$ cat config.mk
export PLATFORM = sky130hd
export DESIGN_NAME = tas_status
export DESIGN_NICKNAME = d
export VERILOG_FILES = /design/src/hdl/tas_pkg.sv /design/src/hdl/tas_sync.sv /design/src/hdl/tas_status.sv
export SDC_FILE = /design/constraint.sdc
export NUM_CORES = 1
export LEC_CHECK = 0
export BUFFER_PORTS_ARGS = -buffer_cell sky130_fd_sc_hd__buf_2
export CELL_PAD_IN_SITES_DETAIL_PLACEMENT = 1
export CELL_PAD_IN_SITES_GLOBAL_PLACEMENT = 1
export CORE_UTILIZATION = 25
export CTS_CLUSTER_DIAMETER = 60
export DETAILED_ROUTE_END_ITERATION = 6
export PLACE_DENSITY_LB_ADDON = 0.3
export SETUP_SLACK_MARGIN = 0.3
export SYNTH_ARGS = -nofsm -noshare
export SYNTH_HDL_FRONTEND = slang
export SYNTH_SLANG_ARGS = --single-unit
$ cat constraint.sdc
create_clock -name i_clk -period 1.8 [get_ports i_clk]
set_input_delay 0.36 -clock i_clk [delete_from_list [all_inputs] [get_ports i_clk]]
set_output_delay 0.36 -clock i_clk [all_outputs]
set_load 0.01 [all_outputs]
$ cat src/hdl/tas_pkg.sv
// Purpose: Shared constants for the temperature alarm status flag block.
// Assumes: One 100 MHz clock, synchronous active-low reset.
// Notes: Register indices are chosen locally; no offsets are printed for them.
package tas_pkg;
   // Register indices on the internal status read port.
   localparam logic [7:0] REG_OVERTEMP_STATUS = 8'h01;
   localparam logic [7:0] REG_DIODE_FAULT_STATUS = 8'h02;
   // Reset values of both status registers.
   localparam logic [7:0] OVERTEMP_STATUS_RST = 8'h00;
   localparam logic [7:0] DIODE_FAULT_STATUS_RST = 8'h00;
   // Overtemperature status bit positions.
   localparam int OT_BIT_CH1 = 0;
   localparam int OT_BIT_CH4 = 3;
   localparam int OT_BIT_CH5 = 4;
   localparam int OT_BIT_CH6 = 5;
   // Diode fault bits sit at the channel number, channel 1 at bit 1.
   localparam int DF_BIT_BASE = 1;
   localparam int NUM_CH = 6;
   // Bits of the overtemperature register that can ever be set.
   localparam logic [7:0] OT_USED_MASK = 8'h39;
   // Bits of the diode fault register that can ever be set.
   localparam logic [7:0] DF_USED_MASK = 8'h7e;
   // Default bus slave address of one variant; other variants are set by parameter.
   localparam logic [6:0] SLAVE_ADDR_DEFAULT = 7'h1a;
endpackage : tas_pkg

$ cat src/hdl/tas_sync.sv
// Purpose: Three-flop synchroniser for one pin level per bit.
// Assumes: Pins change slowly compared with the clock.
// Notes: A change is accepted once the second and third stages agree.
`timescale 1ns/1ps
`default_nettype none
module tas_sync #(
   parameter int WIDTH = 6
) (
   // Clock and reset.
   input wire logic i_clk,
   input wire logic i_nrst,
   // Raw and filtered levels.
   input wire logic [WIDTH-1:0] i_async,
   output logic [WIDTH-1:0] o_sync
);
   logic [WIDTH-1:0] s1_r;
   logic [WIDTH-1:0] s2_r;
   logic [WIDTH-1:0] s3_r;

   // Each bit has its own three-stage chain and agreement filter.
   genvar g;
   for (g = 0; g < WIDTH; g++) begin : g_bit
      always_ff @(posedge i_clk) begin
         if (!i_nrst) begin
            s1_r[g] <= 1'b0;
            s2_r[g] <= 1'b0;
            s3_r[g] <= 1'b0;
            o_sync[g] <= 1'b0;
         end else begin
            s1_r[g] <= i_async[g];
            s2_r[g] <= s1_r[g];
            s3_r[g] <= s2_r[g];
            if (s2_r[g] == s3_r[g]) begin
               o_sync[g] <= s3_r[g];
            end
         end
      end
   end
endmodule : tas_sync
`default_nettype wire

$ cat src/hdl/tas_status.sv
// Purpose: Overtemperature and diode fault status flags of a six-channel monitor.
// Assumes: Conversion results and limits come from logic on the same clock.
// Notes: Diode fault pins are asynchronous and are synchronised here.
// What this block does
// - Channel 6 above its overtemperature limit sets overtemp status bit 5.
// - Channel 5 above its overtemperature limit sets overtemp status bit 4.
// - Channel 4 above its overtemperature limit sets overtemp status bit 3.
// - Channel 1 above its overtemperature limit sets overtemp status bit 0.
// - Channel 6 open or anode at supply sets diode fault bit 6.
// - Channels 2 to 5 faulted set diode fault bits 2 to 5.
// - Channel 1 open or anode at supply sets diode fault bit 1.
// - Device acknowledges only its one fixed 7-bit variant slave address; reads return data at any address.
// - Channels with a diode fault are skipped in the measurement sequence.
// - A set overtemperature mask bit suppresses that channel's overtemp output.
`timescale 1ns/1ps
`default_nettype none
module tas_status #(
   parameter logic [6:0] SLAVE_ADDR = tas_pkg::SLAVE_ADDR_DEFAULT,
   parameter int NCH = tas_pkg::NUM_CH
) (
   // Clock and reset.
   input wire logic i_clk,
   input wire logic i_nrst,
   // Conversion results, one channel per cycle of i_conv_valid.
   input wire logic i_conv_valid,
   input wire logic [2:0] i_conv_ch,
   input wire logic [7:0] i_conv_temp,
   input wire logic [7:0] i_ot_limit_ch1,
   input wire logic [7:0] i_ot_limit_ch4,
   input wire logic [7:0] i_ot_limit_ch5,
   input wire logic [7:0] i_ot_limit_ch6,
   // Overtemperature mask bits, index = channel number.
   input wire logic [6:0] i_ot_mask,
   // Diode fault detector levels per channel 1..6 from the analog front end.
   input wire logic [NCH-1:0] i_diode_fault,
   // Register read port from the serial interface.
   input wire logic i_addr_valid,
   input wire logic [6:0] i_addr,
   input wire logic i_rd,
   input wire logic [7:0] i_reg_idx,
   output logic o_addr_ack,
   output logic [7:0] o_rd_data,
   // Sequencer and open-drain overtemperature output.
   output logic [NCH-1:0] o_ch_enable,
   output logic o_overtemp_output_oe
);
   logic [7:0] overtemp_status_r;
   logic [7:0] diode_fault_status_r;
   logic [NCH-1:0] fault_sync;
   logic [7:0] ot_hit;

   // Diode fault pins enter through the three-flop synchroniser.
   tas_sync #(.WIDTH(NCH)) u_sync (
      .i_clk(i_clk),
      .i_nrst(i_nrst),
      .i_async(i_diode_fault),
      .o_sync(fault_sync)
   );

   // Compare the result against the limit of the channel just converted.
   always_comb begin
      ot_hit = 8'h00;
      if (i_conv_valid) begin
         unique case (i_conv_ch)
            3'h1: ot_hit[tas_pkg::OT_BIT_CH1] = i_conv_temp > i_ot_limit_ch1;
            3'h4: ot_hit[tas_pkg::OT_BIT_CH4] = i_conv_temp > i_ot_limit_ch4;
            3'h5: ot_hit[tas_pkg::OT_BIT_CH5] = i_conv_temp > i_ot_limit_ch5;
            3'h6: ot_hit[tas_pkg::OT_BIT_CH6] = i_conv_temp > i_ot_limit_ch6;
            default: ot_hit = 8'h00;
         endcase
      end
   end

   // Overtemperature flags follow each new conversion of their channel.
   always_ff @(posedge i_clk) begin
      if (!i_nrst) begin
         overtemp_status_r <= tas_pkg::OVERTEMP_STATUS_RST;
      end else if (i_conv_valid) begin
         unique case (i_conv_ch)
            3'h1: overtemp_status_r[tas_pkg::OT_BIT_CH1] <= ot_hit[tas_pkg::OT_BIT_CH1];
            3'h4: overtemp_status_r[tas_pkg::OT_BIT_CH4] <= ot_hit[tas_pkg::OT_BIT_CH4];
            3'h5: overtemp_status_r[tas_pkg::OT_BIT_CH5] <= ot_hit[tas_pkg::OT_BIT_CH5];
            3'h6: overtemp_status_r[tas_pkg::OT_BIT_CH6] <= ot_hit[tas_pkg::OT_BIT_CH6];
            default: overtemp_status_r <= overtemp_status_r;
         endcase
      end
   end

   // Diode fault flags track the filtered detectors; bit 0 and bit 7 stay zero.
   always_ff @(posedge i_clk) begin
      if (!i_nrst) begin
         diode_fault_status_r <= tas_pkg::DIODE_FAULT_STATUS_RST;
      end else begin
         // Channel n lands at bit n.
         diode_fault_status_r <= {1'b0, fault_sync, 1'b0} & tas_pkg::DF_USED_MASK;
      end
   end

   // Faulted channels drop out of the measurement sequence.
   always_ff @(posedge i_clk) begin
      if (!i_nrst) begin
         o_ch_enable <= '0;
      end else begin
         o_ch_enable <= ~fault_sync;
      end
   end

   // Overtemperature output pulls low while any unmasked flag is set.
   always_ff @(posedge i_clk) begin
      if (!i_nrst) begin
         o_overtemp_output_oe <= 1'b0;
      end else begin
         o_overtemp_output_oe <= |(overtemp_status_r & ~{2'b00, i_ot_mask[6:4],
                                 2'b00, i_ot_mask[1]} & tas_pkg::OT_USED_MASK);
      end
   end

   // Address match for the serial interface.
   always_ff @(posedge i_clk) begin
      if (!i_nrst) begin
         o_addr_ack <= 1'b0;
      end else begin
         o_addr_ack <= i_addr_valid && (i_addr == SLAVE_ADDR);
      end
   end

   // Register read mux; unknown indices and reserved bits read zero.
   always_ff @(posedge i_clk) begin
      if (!i_nrst) begin
         o_rd_data <= 8'h00;
      end else if (i_rd) begin
         if (i_reg_idx == tas_pkg::REG_OVERTEMP_STATUS) begin
            o_rd_data <= overtemp_status_r & tas_pkg::OT_USED_MASK;
         end else if (i_reg_idx == tas_pkg::REG_DIODE_FAULT_STATUS) begin
            o_rd_data <= diode_fault_status_r & tas_pkg::DF_USED_MASK;
         end else begin
            o_rd_data <= 8'h00;
         end
      end
   end
endmodule : tas_status
`default_nettype wire

==> metrics.md, run 1 <==
| Metric | Value |
|---|---|
| Register clock-pin slew on the reported worst setup and hold paths | `90 ps` |
| Slowest cell on the critical path | `a2111oi_2` |
| CTS tree | `built` |
| Unrepaired setup endpoints after global routing | `yes` |
| Clock sinks | `49` |
| Top cell types by occurrence after synthesis | `dfxtp_1 (49), inv_1 (33), ha_1 (32)` |
| Non-Filler Instances | `481` |
| Lkg Pwr | `between 1 and 1.5 nW` |
| RR Endpoint | `o_rd_data[3]` |
| Final setup TNS | `0 ps` |
| Hold Vio Cnt, Final | `0` |
| Post-DP HPWL | `4.81 mm` |
| Post-DRT Antenna Nets | `0` |
| Placed insts | `approximately 470` |
| FF-to-FF Start | `overtemp_status_r[3]` |
| Avg Cell Area, Syn | `between 9 and 10 um2` |
| M1 WL | `2.76 mm` |
| #FFs+latches synth | `49` |
| # nets final | `459` |
| Reg2reg setup slack | `960 ps` |
| CP cell instances | `buf_2 > ha_1 > nor2b_1 > o211ai_1 > a21oi_2 > a2111oi_2 > o22ai_1` |
| Design area | `3130 um2` |
| Chip height | `around 100 um` |
| Slew Viols, Final | `0` |
| Largest net degree at the start of global routing | `21` |
| CTS HTree Levels | `2` |
| Hold path start | `i_addr[0]` |
| Number of global-route vias before repair | `roughly 2200` |
| CP arrival | `1700 ps` |
| Initial core utilization | `0.260` |
| CP startpoint | `i_conv_temp[1]` |
| Critical Path Max Stage Delay | `330 ps` |
| # DRC | `0` |
| Final min period | `~1500 ps` |
| Final setup fails | `0` |
| Ys Warns | `0` |
| CTS root buffer | `clkbuf_8` |
| Number of max-cap violations | `0` |
| Layout cell share with drive strength beyond 1 | `0.304` |
| Post-synth top area share | `0.407` |
| Seq pwr share | `0.525` |
| Hold_buf cts | `0` |
| Metal2 WL | `2.97 mm` |
| Critical Path RT | `about 2000 ps` |
| Ys async rst share | `0` |
| Clk_lat worst skew | `approximately 300 ps` |
| Post-synth EDFFs | `0` |
| Avg WL per Cell | `12.6 um` |
| Internal | `1.59 mW` |
| Total Wirelength | `about 6.1 mm` |
| Initial antenna violation count | `0` |
| IO Count | `92` |
| Peak Freq | `0.662 GHz` |
| Status | `finished, final reports clean` |
| DRT Pass-1 Iters | `4` |
| Worst reg2reg path depth | `3` |
| Register area share after synthesis | `0.407` |
| Grt ovf | `0` |
| GP Congestion | `0.817` |
| Combinational Power Share | `0.158` |
| Kind of critical path | `in -> reg` |
| PD cells | `681 nW/um2` |
| Worst setup SP type | `input pin` |
| Drt via density | `4.39` |
| Setup crit end kind | `register` |
| Cell Area, Synth | `2410 um2` |
| Placed inst area | `2990 um2` |
| Distinct cells, synth | `28` |
| DIE WIDTH | `100 um` |
| PortBufs | `87` |
| CP max FO | `4` |
| Die area | `about 10000 um2` |
| Final worst-path cycle share | `0.839` |
| Vias post-DR | `~2100` |
| Most common cell in the netlist | `dfxtp_1` |
| Synth Instances | `263` |
| Syn Nets | `371` |
| 1st-iter DRT viols | `34` |
| TritonCTS Buffers | `5` |
| Core area | `9280 um2` |
| Largest cells by area after synthesis | `dfxtp_1 (41%), ha_1 (17%), and2_1 (6.2%)` |
| Buffer depth of the longest clock path | `2` |
| Sw Ratio | `0.255` |
| Clock skew | `9.20 ps` |
| Hold crit path type | `in -> reg` |
| First-pass GRT wire length | `between 10 and 15 mm` |
| Sw Pwr | `0.543 mW` |
| Antenna diodes | `0` |
| Routed length on met3 | `279 um` |
| Worst hold path depth | `2` |
| Top sig layer | `met4` |
| # rows | `35` |
| GRT Total Usage | `0.127` |
| Synth-to-Final Area Change | `29.8%` |
| Hold Path End | `o_addr_ack` |
| Clock group share of total power | `0.317` |
| Cell taking the most area after synthesis | `dfxtp_1` |
| Prevailing post-synth register cell | `dfxtp_1` |
| Worst VDD drop | `roughly 0.26 mV` |
## repair_timing
| item | 4_1_cts | 5_1_grt |
|---|---|---|
| setup buffers | 0 | 0 |
| pin swaps | 4 | 4 |
| setup endpoints to repair | 1 | 4 |
| gates resized for setup | 4 | 7 |
## worst max path at each step
stage | end | slack, ps
floorplan | overtemp_status_r[0] | 260
global placement | overtemp_status_r[3] | -20
detailed placement | overtemp_status_r[0] | -50
CTS | overtemp_status_r[3] | 300
global route | overtemp_status_r[3] | 240
finish | overtemp_status_r[3] | 290
## power groups by stage
stage | Sequential, mW | Combinational (mW) | Clock (mW)
floorplan | 1.15 | 0.168 | 0
global placement | 1.14 | 0.309 | 0
detailed placement | 1.15 | 0.321 | 0
CTS | 1.12 | 0.331 | 0.712
global route | 1.12 | 0.386 | 0.755
finish | 1.12 | 0.338 | 0.675
## cell families after synthesis
logic type	after synthesis	share of synthesized area
flip-flops	49	0.407
AO/OA/AOI/OAI	53	0.144
AND/OR/NAND/NOR	87	0.217
other	1	0.00155
buffers and inverters	41	0.0654
adder cells (fa/ha/maj)	32	0.166
## routing by layer
metal	vias to the layer above	track usage
met5	-	0
met1	982	0.159
met4	0	0.0301
met3	4	0.0216
li1	1074	-
met2	51	0.225
## cells in the final DEF, fill, tap and decap left out, types with 3 or more instances in the layout
| cell | count |
|---|---|
| a2111oi_2 | 4 |
| o22ai_1 | 6 |
| o21ai_0 | 6 |
| nand3_1 | 4 |
| dfxtp_1 | 49 |
| nor2b_1 | 18 |
| o211ai_1 | 8 |
| ha_1 | 31 |
| a21oi_1 | 13 |
| nand2_1 | 15 |
| inv_1 | 33 |
| a21boi_0 | 10 |
| nand4_1 | 9 |
| and2_1 | 24 |
| nand2b_1 | 4 |
| nor2_1 | 4 |
| a22o_1 | 3 |
| buf_2 | 87 |
| clkbuf_8 | 6 |
## stage by stage
stage          utilization  setup slack (ps)  hold slack [ps]  power [mW]
5_1_grt              0.337               237              204        2.27
6_report             0.337               290              224        2.13
2_1_floorplan            -               261              412        1.31
3_5_place_dp         0.322             -54.8              420        1.47
3_3_place_gp         0.322             -24.2              413        1.45
4_1_cts              0.335               297              211        2.16
## cell type report
type	instances	area, um2
tap	129	161
inverter	33	124
multi-input combinational	173	1320
fill	1134	6150
sequential	49	981
clock buffer	6	82.6
clock inverter	2	13.8
timing repair buffer	89	450
## sequential cells by signal, summed over array words and instances, names as in the netlist
signal                flops
o_ch_enable               6
u_sync.s2_r               6
o_addr_ack                1
o_rd_data                 7
overtemp_status_r         4
diode_fault_status_r      6
u_sync.o_sync             6
o_overtemp_output_oe      1
u_sync.s3_r               6
u_sync.s1_r               6
## worst max-delay path: cells and delay by family
family,cells,cell delay [ps]
compound gates,4,740
fa+ha+maj,1,310
buf+inv,1,150
simple gates,1,130
(Power assumes the default switching activity.)
==> run 2, diff against run 1 <==
- clock period: 1.8 -> 1.2 ns (I/O delays scaled with it)
==> metrics.md, run 2 (synthesized netlist as in run 1, its figures left out) <==
| Metric | Value |
|---|---|
| Reg2reg setup slack | `330 ps` |
| Final setup fails | `3` |
| Final setup TNS | `-47.2 ps` |
| CTS tree | `built` |
| Number of max-cap violations | `0` |
| Core area | `9280 um2` |
| CP max FO | `2` |
| Grt ovf | `0` |
| Chip height | `approximately 100 um` |
| # nets final | `~470` |
| Hold crit path type | `in -> reg` |
| DP Worst Slack | `-576 ps` |
| First-pass GRT wire length | `9.89 mm` |
| CTS root buffer | `clkbuf_8` |
| Synth-to-Final Area Change | `46.4%` |
| Worst setup SP type | `input pin` |
| Antenna diodes | `0` |
| PortBufs | `87` |
| Number of global-route vias before repair | `2171` |
| Avg WL per Cell | `12.6 um` |
| Clock skew | `4.07 ps` |
| Most frequent cells in the layout | `buf_2 (70), dfxtp_1 (39), inv_1 (28), and2_1 (24), ha_1 (23)` |
| Largest Register | `o_rd_data` |
| Initial antenna violation count | `0` |
| Critical Path Sink | `overtemp_status_r[0]` |
| Final worst-path cycle share | `1.03` |
| Lkg Pwr | `1.55 nW` |
| Hold_buf cts | `0` |
| Peak Freq | `0.808 GHz` |
| GRT Total Usage | `0.124` |
| Layout cell share with drive strength beyond 1 | `0.432` |
| Initial core utilization | `0.260` |
| CP startpoint | `i_ot_limit_ch1[1]` |
| Drt via density | `4.35` |
| Largest net degree at the start of global routing | `53` |
| Failing checks | `setup timing` |
| Commonest non-fill, non-tap cell in the layout | `buf_2` |
| TritonCTS Buffers | `5` |
| Clock sinks | `49` |
| Final min period | `between 1000 and 1500 ps` |
| Worst reg2reg path depth | `3` |
| PD cells | `931 nW/um2` |
| Status | `finished with violations` |
| Die area | `roughly 10000 um2` |
| Total Wirelength | `6.14 mm` |
| Post-DP HPWL | `4.71 mm` |
| Unrepaired setup endpoints after global routing | `yes` |
| # rows | `35` |
| RR Endpoint | `o_rd_data[4]` |
| Design area | `between 3000 and 4000 um2` |
| Vias post-DR | `2121` |
| Post-DRT Antenna Nets | `0` |
| GP Congestion | `0.848` |
| Largest register FFs | `7` |
| Critical Path RT | `1380 ps` |
| Non-Filler Instances | `488` |
| Register clock-pin slew on the reported worst setup and hold paths | `90 ps` |
| IO Count | `92` |
| DIE WIDTH | `around 100 um` |
| Hold Vio Cnt, Final | `0` |
| Buffer depth of the longest clock path | `2` |
| Placed inst area | `3070 um2` |
| DRT Pass-1 Iters | `4` |
| Clk_lat worst skew | `290 ps` |
| Placed insts | `approximately 480` |
| Kind of critical path | `in -> reg` |
| CP arrival | `~1400 ps` |
| Slew Viols, Final | `0` |
| # DRC | `0` |
| Total power | `3.29 mW` |
| FF-to-FF Start | `overtemp_status_r[4]` |
| Setup crit end kind | `register` |
| 1st-iter DRT viols | `58` |
| CTS HTree Levels | `2` |
| Worst VDD drop | `0.419 mV` |
| Setup slack after layout | `-37.7 ps` |
==> run 2: cell types whose count changed in the layout (fill, tap and decap cells not counted), moves of 5 or more <==
cell     delta
ha_4        +7
buf_4       +5
a21oi_2     +9
ha_1        -8
dfxtp_1    -10
a21oi_1     -9
inv_1       -5
buf_6      +17
dfxtp_2    +10
buf_2      -17
==> run 2: layout make-up <==
cell class / count / area [um2]
tap: 129 / 161
clock buffer: 5 / 68.8
multi-input combinational: 173 / 1510
fill: 1093 / 5750
sequential: 49 / 993
inverter: 33 / 136
timing repair buffer: 96 / 634
clock inverter: 3 / 22.5
==> run 2: through the flow <==
stage	util	hold slack [ps]
global placement	0.331	406
finish	0.380	92.6
CTS	0.361	85.4
floorplan	-	316
detailed placement	0.331	418
global route	0.380	77.3
==> run 2: where the power goes <==
group          switching [mW]  internal [mW]
sequential             0.0159           1.67
clock                   0.558          0.414
combinational           0.296          0.338
==> run 2: layer usage <==
metal  wire length [um]  GRT usage  vias to the layer above
li1                   -          -                     1086
met1               2740      0.160                      992
met2               3180      0.221                       41
met3                182     0.0195                        2
met4                 40     0.0234                        0
met5                  0          0                        -
==> run 2: timing repair <==
action	CTS	global route
pin swaps	13	14
buffers inserted	0	1
resized for setup	47	33
endpoints found under the setup margin	26	27
==> run 2: how the worst min path moves through the flow <==
stage	cells after the start	from	slack [ps]	endpoint
final	2	i_addr[0]	90	o_addr_ack
after global routing	2	i_addr[2]	80	o_addr_ack
after CTS	2	i_addr[0]	90	o_addr_ack
after detailed placement	2	i_addr[0]	420	o_addr_ack
after global placement	2	i_addr[0]	410	o_addr_ack
after floorplan	1	i_addr[0]	320	o_addr_ack
==> run 2: worst max-delay path, cell delays in order <==
cell and delay [ps]:
buf_6 100, inv_6 40, ha_4 190, nor2b_4 110, o211ai_1 210, a21oi_2 110, a2111oi_2 280, o22ai_1 120
